### src/common/sfb_map.svh
// register offsets, flag positions and timing counts of the shift/flag unit
`ifndef SFB_MAP_SVH
`define SFB_MAP_SVH

// -----------------------------------------------------------------------------
// status flag bit positions
// -----------------------------------------------------------------------------
`define SFB_FLAG_C       3'd0
`define SFB_FLAG_Z       3'd1
`define SFB_FLAG_N       3'd2
`define SFB_FLAG_V       3'd3
`define SFB_FLAG_S       3'd4
`define SFB_FLAG_H       3'd5
`define SFB_FLAG_T       3'd6
`define SFB_FLAG_I       3'd7

// -----------------------------------------------------------------------------
// register offsets
// -----------------------------------------------------------------------------
`define SFB_REG_FLAGS    4'h0
`define SFB_REG_SLEEPCFG 4'h1
`define SFB_REG_STATUS   4'h2
`define SFB_REG_LASTRES  4'h3
`define SFB_REG_BRKCNT   4'h4

// -----------------------------------------------------------------------------
// reset values
// -----------------------------------------------------------------------------
`define SFB_FLAGS_RST    8'h00
`define SFB_SLEEPCFG_RST 8'h00

// -----------------------------------------------------------------------------
// timing: every instruction of this unit takes one cycle
// -----------------------------------------------------------------------------
`define SFB_INSTR_CYCLES 1

`endif

### src/common/sfb_pkg.sv
// types of the shift/flag unit
package sfb_pkg;

    typedef enum logic [3:0]
    {
        SFB_OP_NOP              = 4'h0,
        SFB_OP_SHIFT_LEFT       = 4'h1,
        SFB_OP_SHIFT_RIGHT      = 4'h2,
        SFB_OP_SHIFT_RIGHT_ARITH= 4'h3,
        SFB_OP_ROTATE_LEFT      = 4'h4,
        SFB_OP_ROTATE_RIGHT     = 4'h5,
        SFB_OP_BIT_TO_T         = 4'h6,
        SFB_OP_T_TO_BIT         = 4'h7,
        SFB_OP_SIGN_SET         = 4'h8,
        SFB_OP_SIGN_CLEAR       = 4'h9,
        SFB_OP_OVF_SET          = 4'hA,
        SFB_OP_OVF_CLEAR        = 4'hB,
        SFB_OP_SLEEP            = 4'hC,
        SFB_OP_WDOG_RESTART     = 4'hD,
        SFB_OP_BREAK            = 4'hE
    } sfb_op_t;

    typedef enum logic [1:0]
    {
        SFB_SLP_NONE  = 2'h0,
        SFB_SLP_IDLE  = 2'h1,
        SFB_SLP_DEEP  = 2'h2,
        SFB_SLP_STBY  = 2'h3
    } sfb_sleep_t;

endpackage

### src/hw/sfb_unit.sv
// shift, bit-transfer, flag and control instruction unit of an 8-bit core
//
// Functional notes
// [RULE1] logical left shift in one cycle, bit 0 gets zero, Z C N V updated.
// [RULE2] logical right shift in one cycle, bit 7 gets zero, Z C N V updated.
// [RULE3] arithmetic right shift keeps bit 7, one cycle, Z C N V updated.
// [RULE4] rotate left through carry: bit 0 from C, C from bit 7, one cycle.
// [RULE5] rotate right through carry: bit 7 from C, C from bit 0, one cycle.
// [RULE6] bit store copies the selected source bit into T, nothing else.
// [RULE7] bit load copies T into the selected destination bit, no flag moves.
// [RULE8] sign set and sign clear force S to one or zero, nothing else.
// [RULE9] overflow set and clear force V to one or zero, nothing else.
// [RULE10] sleep takes one cycle then enters the configured low-power mode.
// [RULE11] watchdog restart takes one cycle and pulses the watchdog restart.
// [RULE12] break acts only when debug is enabled and changes no flag.
// [RULE13] flags not touched by an instruction keep their previous value.
//
// Design decisions made here: the address-and-strobe port and the placing of the registers.
`timescale 1ns/1ps
`include "sfb_map.svh"
module sfb_unit
(
    input  wire logic                  clk,
    input  wire logic                  nrst,
    // instruction issue from the decoder
    input  wire logic                  issue,
    input  wire sfb_pkg::sfb_op_t      op,
    input  wire logic [4:0]            dest_sel,
    input  wire logic [2:0]            bit_sel,
    input  wire logic [7:0]            operand,
    // debug enable strap-like level from the debug block
    input  wire logic                  debug_en,
    // wake from sleep (same clock domain)
    input  wire logic                  wake,
    // register port
    input  wire logic [3:0]            reg_addr,
    input  wire logic [7:0]            reg_wdata,
    input  wire logic                  reg_wr,
    input  wire logic                  reg_rd,
    output logic      [7:0]            reg_rdata,
    // write back to the register file
    output logic                       wb_en,
    output logic      [4:0]            wb_sel,
    output logic      [7:0]            wb_data,
    // outputs to the rest of the core
    output logic      [7:0]            status_flags,
    output logic                       sleep_active,
    output sfb_pkg::sfb_sleep_t        sleep_mode,
    output logic                       watchdog_restart,
    output logic                       debug_break
);
    import sfb_pkg::*;

    // -------------------------------------------------------------------------
    // state
    // -------------------------------------------------------------------------
    logic [7:0]  flags_r;
    logic [7:0]  flags_nxt;
    logic [7:0]  sleepcfg_r;
    logic [7:0]  lastres_r;
    logic [7:0]  brkcnt_r;
    logic        wb_en_r;
    logic [4:0]  wb_sel_r;
    logic [7:0]  wb_data_r;
    logic        sleep_r;
    logic        wdog_r;
    logic        brk_r;
    logic [7:0]  rdata_r;

    logic [7:0]  sh_result;
    logic        sh_c;
    logic        sh_z;
    logic        sh_n;
    logic        sh_v;
    logic        sh_s;

    // -------------------------------------------------------------------------
    // helpers
    // -------------------------------------------------------------------------
    function automatic logic is_shift(input sfb_op_t o);
        is_shift = (o == SFB_OP_SHIFT_LEFT) || (o == SFB_OP_SHIFT_RIGHT) ||
                   (o == SFB_OP_SHIFT_RIGHT_ARITH) ||
                   (o == SFB_OP_ROTATE_LEFT) || (o == SFB_OP_ROTATE_RIGHT);
    endfunction

    function automatic logic [7:0] put_bit(input logic [7:0] v,
                                           input logic [2:0] pos,
                                           input logic       b);
        logic [7:0] r;
        r      = v;
        r[pos] = b;
        put_bit = r;
    endfunction

    // -------------------------------------------------------------------------
    // datapath
    // -------------------------------------------------------------------------
    sfb_shifter u_shifter
    (
        .op        (op),
        .operand   (operand),
        .carry_in  (flags_r[`SFB_FLAG_C]),
        .result    (sh_result),
        .carry_out (sh_c),
        .zero_out  (sh_z),
        .neg_out   (sh_n),
        .ovf_out   (sh_v),
        .sign_out  (sh_s)
    );

    // -------------------------------------------------------------------------
    // next flag value
    // -------------------------------------------------------------------------
    always_comb
    begin
        flags_nxt = flags_r;                                    // [RULE13]
        if (issue && !sleep_r)
        begin
            case (op)
                SFB_OP_SHIFT_LEFT, SFB_OP_SHIFT_RIGHT,
                SFB_OP_SHIFT_RIGHT_ARITH, SFB_OP_ROTATE_LEFT,
                SFB_OP_ROTATE_RIGHT:
                begin
                    // [RULE1] [RULE2] [RULE3] [RULE4] [RULE5]
                    flags_nxt[`SFB_FLAG_C] = sh_c;
                    flags_nxt[`SFB_FLAG_Z] = sh_z;
                    flags_nxt[`SFB_FLAG_N] = sh_n;
                    flags_nxt[`SFB_FLAG_V] = sh_v;
                    flags_nxt[`SFB_FLAG_S] = sh_s;
                end
                SFB_OP_BIT_TO_T:
                    flags_nxt[`SFB_FLAG_T] = operand[bit_sel];  // [RULE6]
                SFB_OP_SIGN_SET:
                    flags_nxt[`SFB_FLAG_S] = 1'b1;              // [RULE8]
                SFB_OP_SIGN_CLEAR:
                    flags_nxt[`SFB_FLAG_S] = 1'b0;              // [RULE8]
                SFB_OP_OVF_SET:
                    flags_nxt[`SFB_FLAG_V] = 1'b1;              // [RULE9]
                SFB_OP_OVF_CLEAR:
                    flags_nxt[`SFB_FLAG_V] = 1'b0;              // [RULE9]
                default:
                    flags_nxt = flags_r;      // [RULE7] [RULE10] [RULE11]
            endcase
        end
        else if (reg_wr && reg_addr == `SFB_REG_FLAGS)
        begin
            flags_nxt = reg_wdata;
        end
    end

    always_ff @(posedge clk or negedge nrst)
    begin
        if (!nrst)
            flags_r <= `SFB_FLAGS_RST;
        else
            flags_r <= flags_nxt;
    end

    // -------------------------------------------------------------------------
    // register write back
    // -------------------------------------------------------------------------
    always_ff @(posedge clk or negedge nrst)
    begin
        if (!nrst)
        begin
            wb_en_r   <= 1'b0;
            wb_sel_r  <= 5'h00;
            wb_data_r <= 8'h00;
        end
        else
        begin
            wb_en_r <= 1'b0;
            if (issue && !sleep_r && is_shift(op))
            begin
                wb_en_r   <= 1'b1;          // [RULE1] [RULE2] [RULE3]
                wb_sel_r  <= dest_sel;      // [RULE4] [RULE5]
                wb_data_r <= sh_result;
            end
            else if (issue && !sleep_r && op == SFB_OP_T_TO_BIT)
            begin
                wb_en_r   <= 1'b1;
                wb_sel_r  <= dest_sel;
                wb_data_r <= put_bit(operand, bit_sel,
                                     flags_r[`SFB_FLAG_T]);   // [RULE7]
            end
        end
    end

    always_ff @(posedge clk or negedge nrst)
    begin
        if (!nrst)
            lastres_r <= 8'h00;
        else if (issue && !sleep_r && is_shift(op))
            lastres_r <= sh_result;
    end

    // -------------------------------------------------------------------------
    // control instructions
    // -------------------------------------------------------------------------
    always_ff @(posedge clk or negedge nrst)
    begin
        if (!nrst)
            sleep_r <= 1'b0;
        else if (sleep_r && wake)
            sleep_r <= 1'b0;
        else if (issue && op == SFB_OP_SLEEP &&
                 sleepcfg_r[2:1] != SFB_SLP_NONE)
            sleep_r <= 1'b1;                                   // [RULE10]
    end

    always_ff @(posedge clk or negedge nrst)
    begin
        if (!nrst)
            wdog_r <= 1'b0;
        else
            wdog_r <= issue && !sleep_r &&
                      op == SFB_OP_WDOG_RESTART;              // [RULE11]
    end

    always_ff @(posedge clk or negedge nrst)
    begin
        if (!nrst)
            brk_r <= 1'b0;
        else
            brk_r <= issue && !sleep_r && op == SFB_OP_BREAK &&
                     debug_en;                                 // [RULE12]
    end

    always_ff @(posedge clk or negedge nrst)
    begin
        if (!nrst)
            brkcnt_r <= 8'h00;
        else if (reg_wr && reg_addr == `SFB_REG_BRKCNT)
            brkcnt_r <= 8'h00;
        else if (issue && !sleep_r && op == SFB_OP_BREAK && debug_en)
            brkcnt_r <= 8'(brkcnt_r + 8'h01);
    end

    // -------------------------------------------------------------------------
    // register port
    // -------------------------------------------------------------------------
    always_ff @(posedge clk or negedge nrst)
    begin
        if (!nrst)
            sleepcfg_r <= `SFB_SLEEPCFG_RST;
        else if (reg_wr && reg_addr == `SFB_REG_SLEEPCFG)
            sleepcfg_r <= {5'h00, reg_wdata[2:0]};
    end

    always_ff @(posedge clk or negedge nrst)
    begin
        if (!nrst)
            rdata_r <= 8'h00;
        else if (reg_rd)
        begin
            case (reg_addr)
                `SFB_REG_FLAGS:    rdata_r <= flags_r;
                `SFB_REG_SLEEPCFG: rdata_r <= sleepcfg_r;
                `SFB_REG_STATUS:   rdata_r <= {5'h00, debug_en, brk_r,
                                               sleep_r};
                `SFB_REG_LASTRES:  rdata_r <= lastres_r;
                `SFB_REG_BRKCNT:   rdata_r <= brkcnt_r;
                default:           rdata_r <= 8'h00;
            endcase
        end
        else
            rdata_r <= 8'h00;
    end

    // -------------------------------------------------------------------------
    // outputs
    // -------------------------------------------------------------------------
    assign reg_rdata        = rdata_r;
    assign wb_en            = wb_en_r;
    assign wb_sel           = wb_sel_r;
    assign wb_data          = wb_data_r;
    assign status_flags     = flags_r;
    assign sleep_active     = sleep_r;
    assign sleep_mode       = sfb_sleep_t'(sleepcfg_r[2:1]);
    assign watchdog_restart = wdog_r;
    assign debug_break      = brk_r;

endmodule

### src/hw/sfb_shifter.sv
// combinational shift/rotate datapath with flag results
`timescale 1ns/1ps
module sfb_shifter
    import sfb_pkg::*;
(
    input  wire sfb_pkg::sfb_op_t op,
    input  wire logic [7:0]       operand,
    input  wire logic             carry_in,
    output logic      [7:0]       result,
    output logic                  carry_out,
    output logic                  zero_out,
    output logic                  neg_out,
    output logic                  ovf_out,
    output logic                  sign_out
);

    // -------------------------------------------------------------------------
    // shift and rotate
    // -------------------------------------------------------------------------
    always_comb
    begin
        result    = operand;
        carry_out = carry_in;
        case (op)
            SFB_OP_SHIFT_LEFT:
            begin
                result    = {operand[6:0], 1'b0};
                carry_out = operand[7];
            end
            SFB_OP_SHIFT_RIGHT:
            begin
                result    = {1'b0, operand[7:1]};
                carry_out = operand[0];
            end
            SFB_OP_SHIFT_RIGHT_ARITH:
            begin
                result    = {operand[7], operand[7:1]};
                carry_out = operand[0];
            end
            SFB_OP_ROTATE_LEFT:
            begin
                result    = {operand[6:0], carry_in};
                carry_out = operand[7];
            end
            SFB_OP_ROTATE_RIGHT:
            begin
                result    = {carry_in, operand[7:1]};
                carry_out = operand[0];
            end
            default:
            begin
                result    = operand;
                carry_out = carry_in;
            end
        endcase
    end

    // -------------------------------------------------------------------------
    // flags: overflow is negative xor carry, sign is negative xor overflow
    // -------------------------------------------------------------------------
    always_comb
    begin
        zero_out = (result == 8'h00);
        neg_out  = result[7];
        ovf_out  = result[7] ^ carry_out;
        sign_out = result[7] ^ (result[7] ^ carry_out);
    end

endmodule

### config.mk
export PLATFORM = sky130hd
export DESIGN_NAME = sfb_unit
export DESIGN_NICKNAME = d
export VERILOG_FILES = /design/src/common/sfb_pkg.sv /design/src/hw/sfb_unit.sv /design/src/hw/sfb_shifter.sv
export VERILOG_INCLUDE_DIRS = /design/src /design/src/common
export SDC_FILE = /design/constraint.sdc
export NUM_CORES = 1
export LEC_CHECK = 0
export BUFFER_PORTS_ARGS = -buffer_cell sky130_fd_sc_hd__buf_2
export CORE_ASPECT_RATIO = 1.4
export CORE_MARGIN = 8
export CORE_UTILIZATION = 58
export DETAILED_ROUTE_END_ITERATION = 8
export PLACE_DENSITY = 0.85
export SKIP_LAST_GASP = 1
export SYNTH_ARGS = -nofsm -noshare
export SYNTH_HDL_FRONTEND = slang
export SYNTH_SLANG_ARGS = --single-unit
### constraint.sdc
create_clock -name clk -period 4.75 [get_ports clk]
set_clock_uncertainty 0.15 [all_clocks]
set_input_delay 0.95 -clock clk [delete_from_list [all_inputs] [get_ports clk]]
set_output_delay 0.95 -clock clk [all_outputs]
set_load 0.05 [all_outputs]
==> results.md <==
- Synth Net Count: 370
- Highest clock rate: between 0.3 and 0.4 GHz
- H-tree lvl count: 2
- First-pass GRT wire length: ~14000 microns
- Longest Clk Path Bufs: 2
- Final Max Tran Viols: 0
- Antenna cells: 0
- Kind of critical path: in2reg
- Status: finished, final reports clean
- Final setup violation count: 0
- Max-cap violations: 0
- CTS buffer count: 5
- Synthesized area: 3150 sq um
- Grt total ovfl: 0
- Post-synth top area share: 41.3%
- Post-Place Cell Area: 3470 sq um
- Final Cycle Share: 61.4%
- Number of clock sinks: 52
- Pre-CTS setup slack: 1.55 ns
- FF+latch count, synth: 52
- Hold Path Origin: lastres_r[3]$_DFFE_PN0P_
- Setup TNS: 0 ns
- Synth-to-Final Area Change: 13.2%
- Crit end category: flop
- Worst-margin pin slew: between 0.8 and 0.9 ns
- DRT iter0 DRCs: around 170
- Worst setup margin: roughly 1.8 ns
- DP HPWL: approximately 6500 microns
- Synth Flop Type: dfrtp_1
- Synth area leader: dfrtp_1
- Power density cells: ~340 nW/um^2
- Mean post-synth cell area: around 9.5 sq um
- RSZ-0062 raised after global routing: no
- R2R setup slack: 2.26 ns
- PortBufs: 73
- Crit path DAT: between 2 and 3 ns
- Final instance area: 3560 sq um
- CTS tree: built
- Unique masters post-synth: 66
- Post-synth ARST share: between 90% and 100%
- R2R cell count: 4
- I/O pins: 74
- Worst reg2reg endpoint: wb_sel[3]$_DFFE_PN0P_
- Root Driver: clkbuf_8
- Yosys Warn Count: 0
- DR pass1 iterations: 7
- VDD IR max: 0.000148 V
- Maximum number of pins on one net before global-route repair: 53
- Vias in the first global route: roughly 2800
- GP Congestion: just over 0.9
- WHS Endpoint: lastres_r[3]$_DFFE_PN0P_
- HP Class: reg2reg
- Share of layout cells above drive strength 1: approximately a quarter
- Die W: roughly 78 microns
- Pleak: between 1.5 and 2 nW
- Hold Path Cell Cnt: 2
- Post-CTS Resized: 0
- Worst EP required: about 4.8 ns
- Finished Layout Cells: approximately 450
- Element type at the critical path start: input pin
- Number of fill cells: 431
- Initial antenna violation count: 0
- Starting density of the core: between 60 and 70%
- Via-to-Cell Ratio: around 6.2
- Final core occ: 68.6%
- Crit Reg-Reg Startpoint: sleep_active$_DFFE_PN0P_
- Nets@finish: roughly 430
- Routed Antenna Nets: 0
- Die Y: 103 microns
- Relative slew slack: a little over two fifths
- DRC viols: 0
- Post-synth EDFFs: 0
- Sequential share of the synthesized area: 41.3%
- Clk slew on worst S/H paths: 0.09 ns
- Worst-Skew Late Latency: around 0.30 ns
- Top post-synthesis cells by area: dfrtp_1 41%, mux2i_1 6.4%, nand2_1 4.9%, nor2_1 3.3%, mux2_2 2.9%
- Core ar.: approximately 5200 sq um
- Die area: approximately 8000 sq um
- # rows: 31
- Routed WL per cell: approximately 19 microns
- WL final: approximately 8600 microns
- Placed Instances: ~450
- Total number of vias: between 2000 and 3000
- Final Hold Fails: 0
- Post-CTS Setup Bufs: 0
- Crit path max fanout: 30
- Synth Instances: 330
- Post-CTS Hold Fix Bufs: 0
- GRT Util Overall: 20.9%
- Final worst path period need: around 2.9 ns
[synth_stat cells (3+ instances only)]
cell type and number:
nand3_1 6, nand4_1 4, nor2_1 28, clkbuf_1 7, mux2i_1 20, o21bai_1 5, mux2_2 8, dfrtp_1 52
a21oi_1 12, o22ai_1 3, o211ai_1 4, and3_1 6, inv_1 5, nor2b_1 3, buf_2 9, xor2_1 6
nand2_1 41, o21ai_1 8, buf_4 5, a211oi_1 3, nor3b_1 4, a222oi_1 5, nor3_1 6, a21o_1 6
or3_1 4, and2_1 3, o21ai_0 13, nand3b_1 3
[how the worst max path moves through the flow]
stage | start | to | slack [ns] | depth (start not counted)
5_1_grt | op[2] | wb_sel[3]$_DFFE_PN0P_ | 1.62 | 5
2_1_floorplan | op[3] | status_flags[1]$_DFFE_PN0P_ | 2.19 | 7
3_3_place_gp | op[3] | wb_sel[3]$_DFFE_PN0P_ | 1.60 | 5
6_report | op[2] | wb_sel[3]$_DFFE_PN0P_ | 1.83 | 5
3_5_place_dp | op[2] | wb_sel[3]$_DFFE_PN0P_ | 1.55 | 5
4_1_cts | op[0] | wb_sel[3]$_DFFE_PN0P_ | 1.87 | 5
[metrics by stage]
| stage | total power, mW | hold WS, ns |
|---|---|---|
| after global placement | 0.957 | 0.319 |
| final | 1.22 | 0.340 |
| after global routing | 1.27 | 0.371 |
| after floorplan | 0.854 | 0.296 |
| after CTS | 1.23 | 0.344 |
| after detailed placement | 0.969 | 0.321 |
[layer usage]
layer,share of wire (%),track usage (%),wire length (microns)
met1,39,24.1,3390
met2,53,37.3,4530
met3,5.4,3.46,461
met4,2.3,9.44,195
met5,0,0,0
[registers in the layout (all words and copies together) (netlist names)]
register          flops
wb_en                 1
sleep_active          1
wb_sel                5
sleepcfg_r            3
status_flags          8
lastres_r             8
debug_break           1
brkcnt_r              8
wb_data               8
reg_rdata             8
watchdog_restart      1
[cells by family after synthesis]
family                   share of synthesized area, %
AO/OA/AOI/OAI                                    18.2
XOR/XNOR                                         2.46
adder cells (fa/ha/maj)                         0.397
buffers and inverters                            5.13
flip-flops                                       41.3
multiplexers                                     11.5
AND/OR/NAND/NOR                                  20.9
[where the power goes]
group / leakage [nW] / switching [mW] / internal, mW
logic: 0.975 / 0.288 / 0.119
clock network: 0.0510 / 0.144 / 0.117
registers: 0.680 / 0.0541 / 0.502
[cell usage in the layout (no fill, tap or decap), types with 8 or more instances in the layout]
master / netlist / final
buf_2: 9 / 73
dfrtp_1: 52 / 52
nand2_1: 41 / 41
nor2_1: 28 / 28
mux2i_1: 20 / 20
o21ai_0: 13 / 13
a21oi_1: 12 / 12
o21ai_1: 8 / 8
mux2_2: 8 / 8
[critical path, stage by stage]
cell,delay [ns]
buf_2,0.46
nand2_1,0.16
nor3_2,0.69
nor2_1,0.31
mux2_1,0.38
[layout make-up]
cell class              count  area (sq um)  area share [%]
multi-input cells         247          1690            47.3
flip-flops and latches     52          1300            36.5
repair buffers             75           380            10.7
clock buffers               6          82.6            2.32
well taps                  66          82.6            2.32
inverters                   6          22.5           0.632
clock inverters             2          10.0           0.281
No activity file was read; power rests on OpenSTA's default activity.
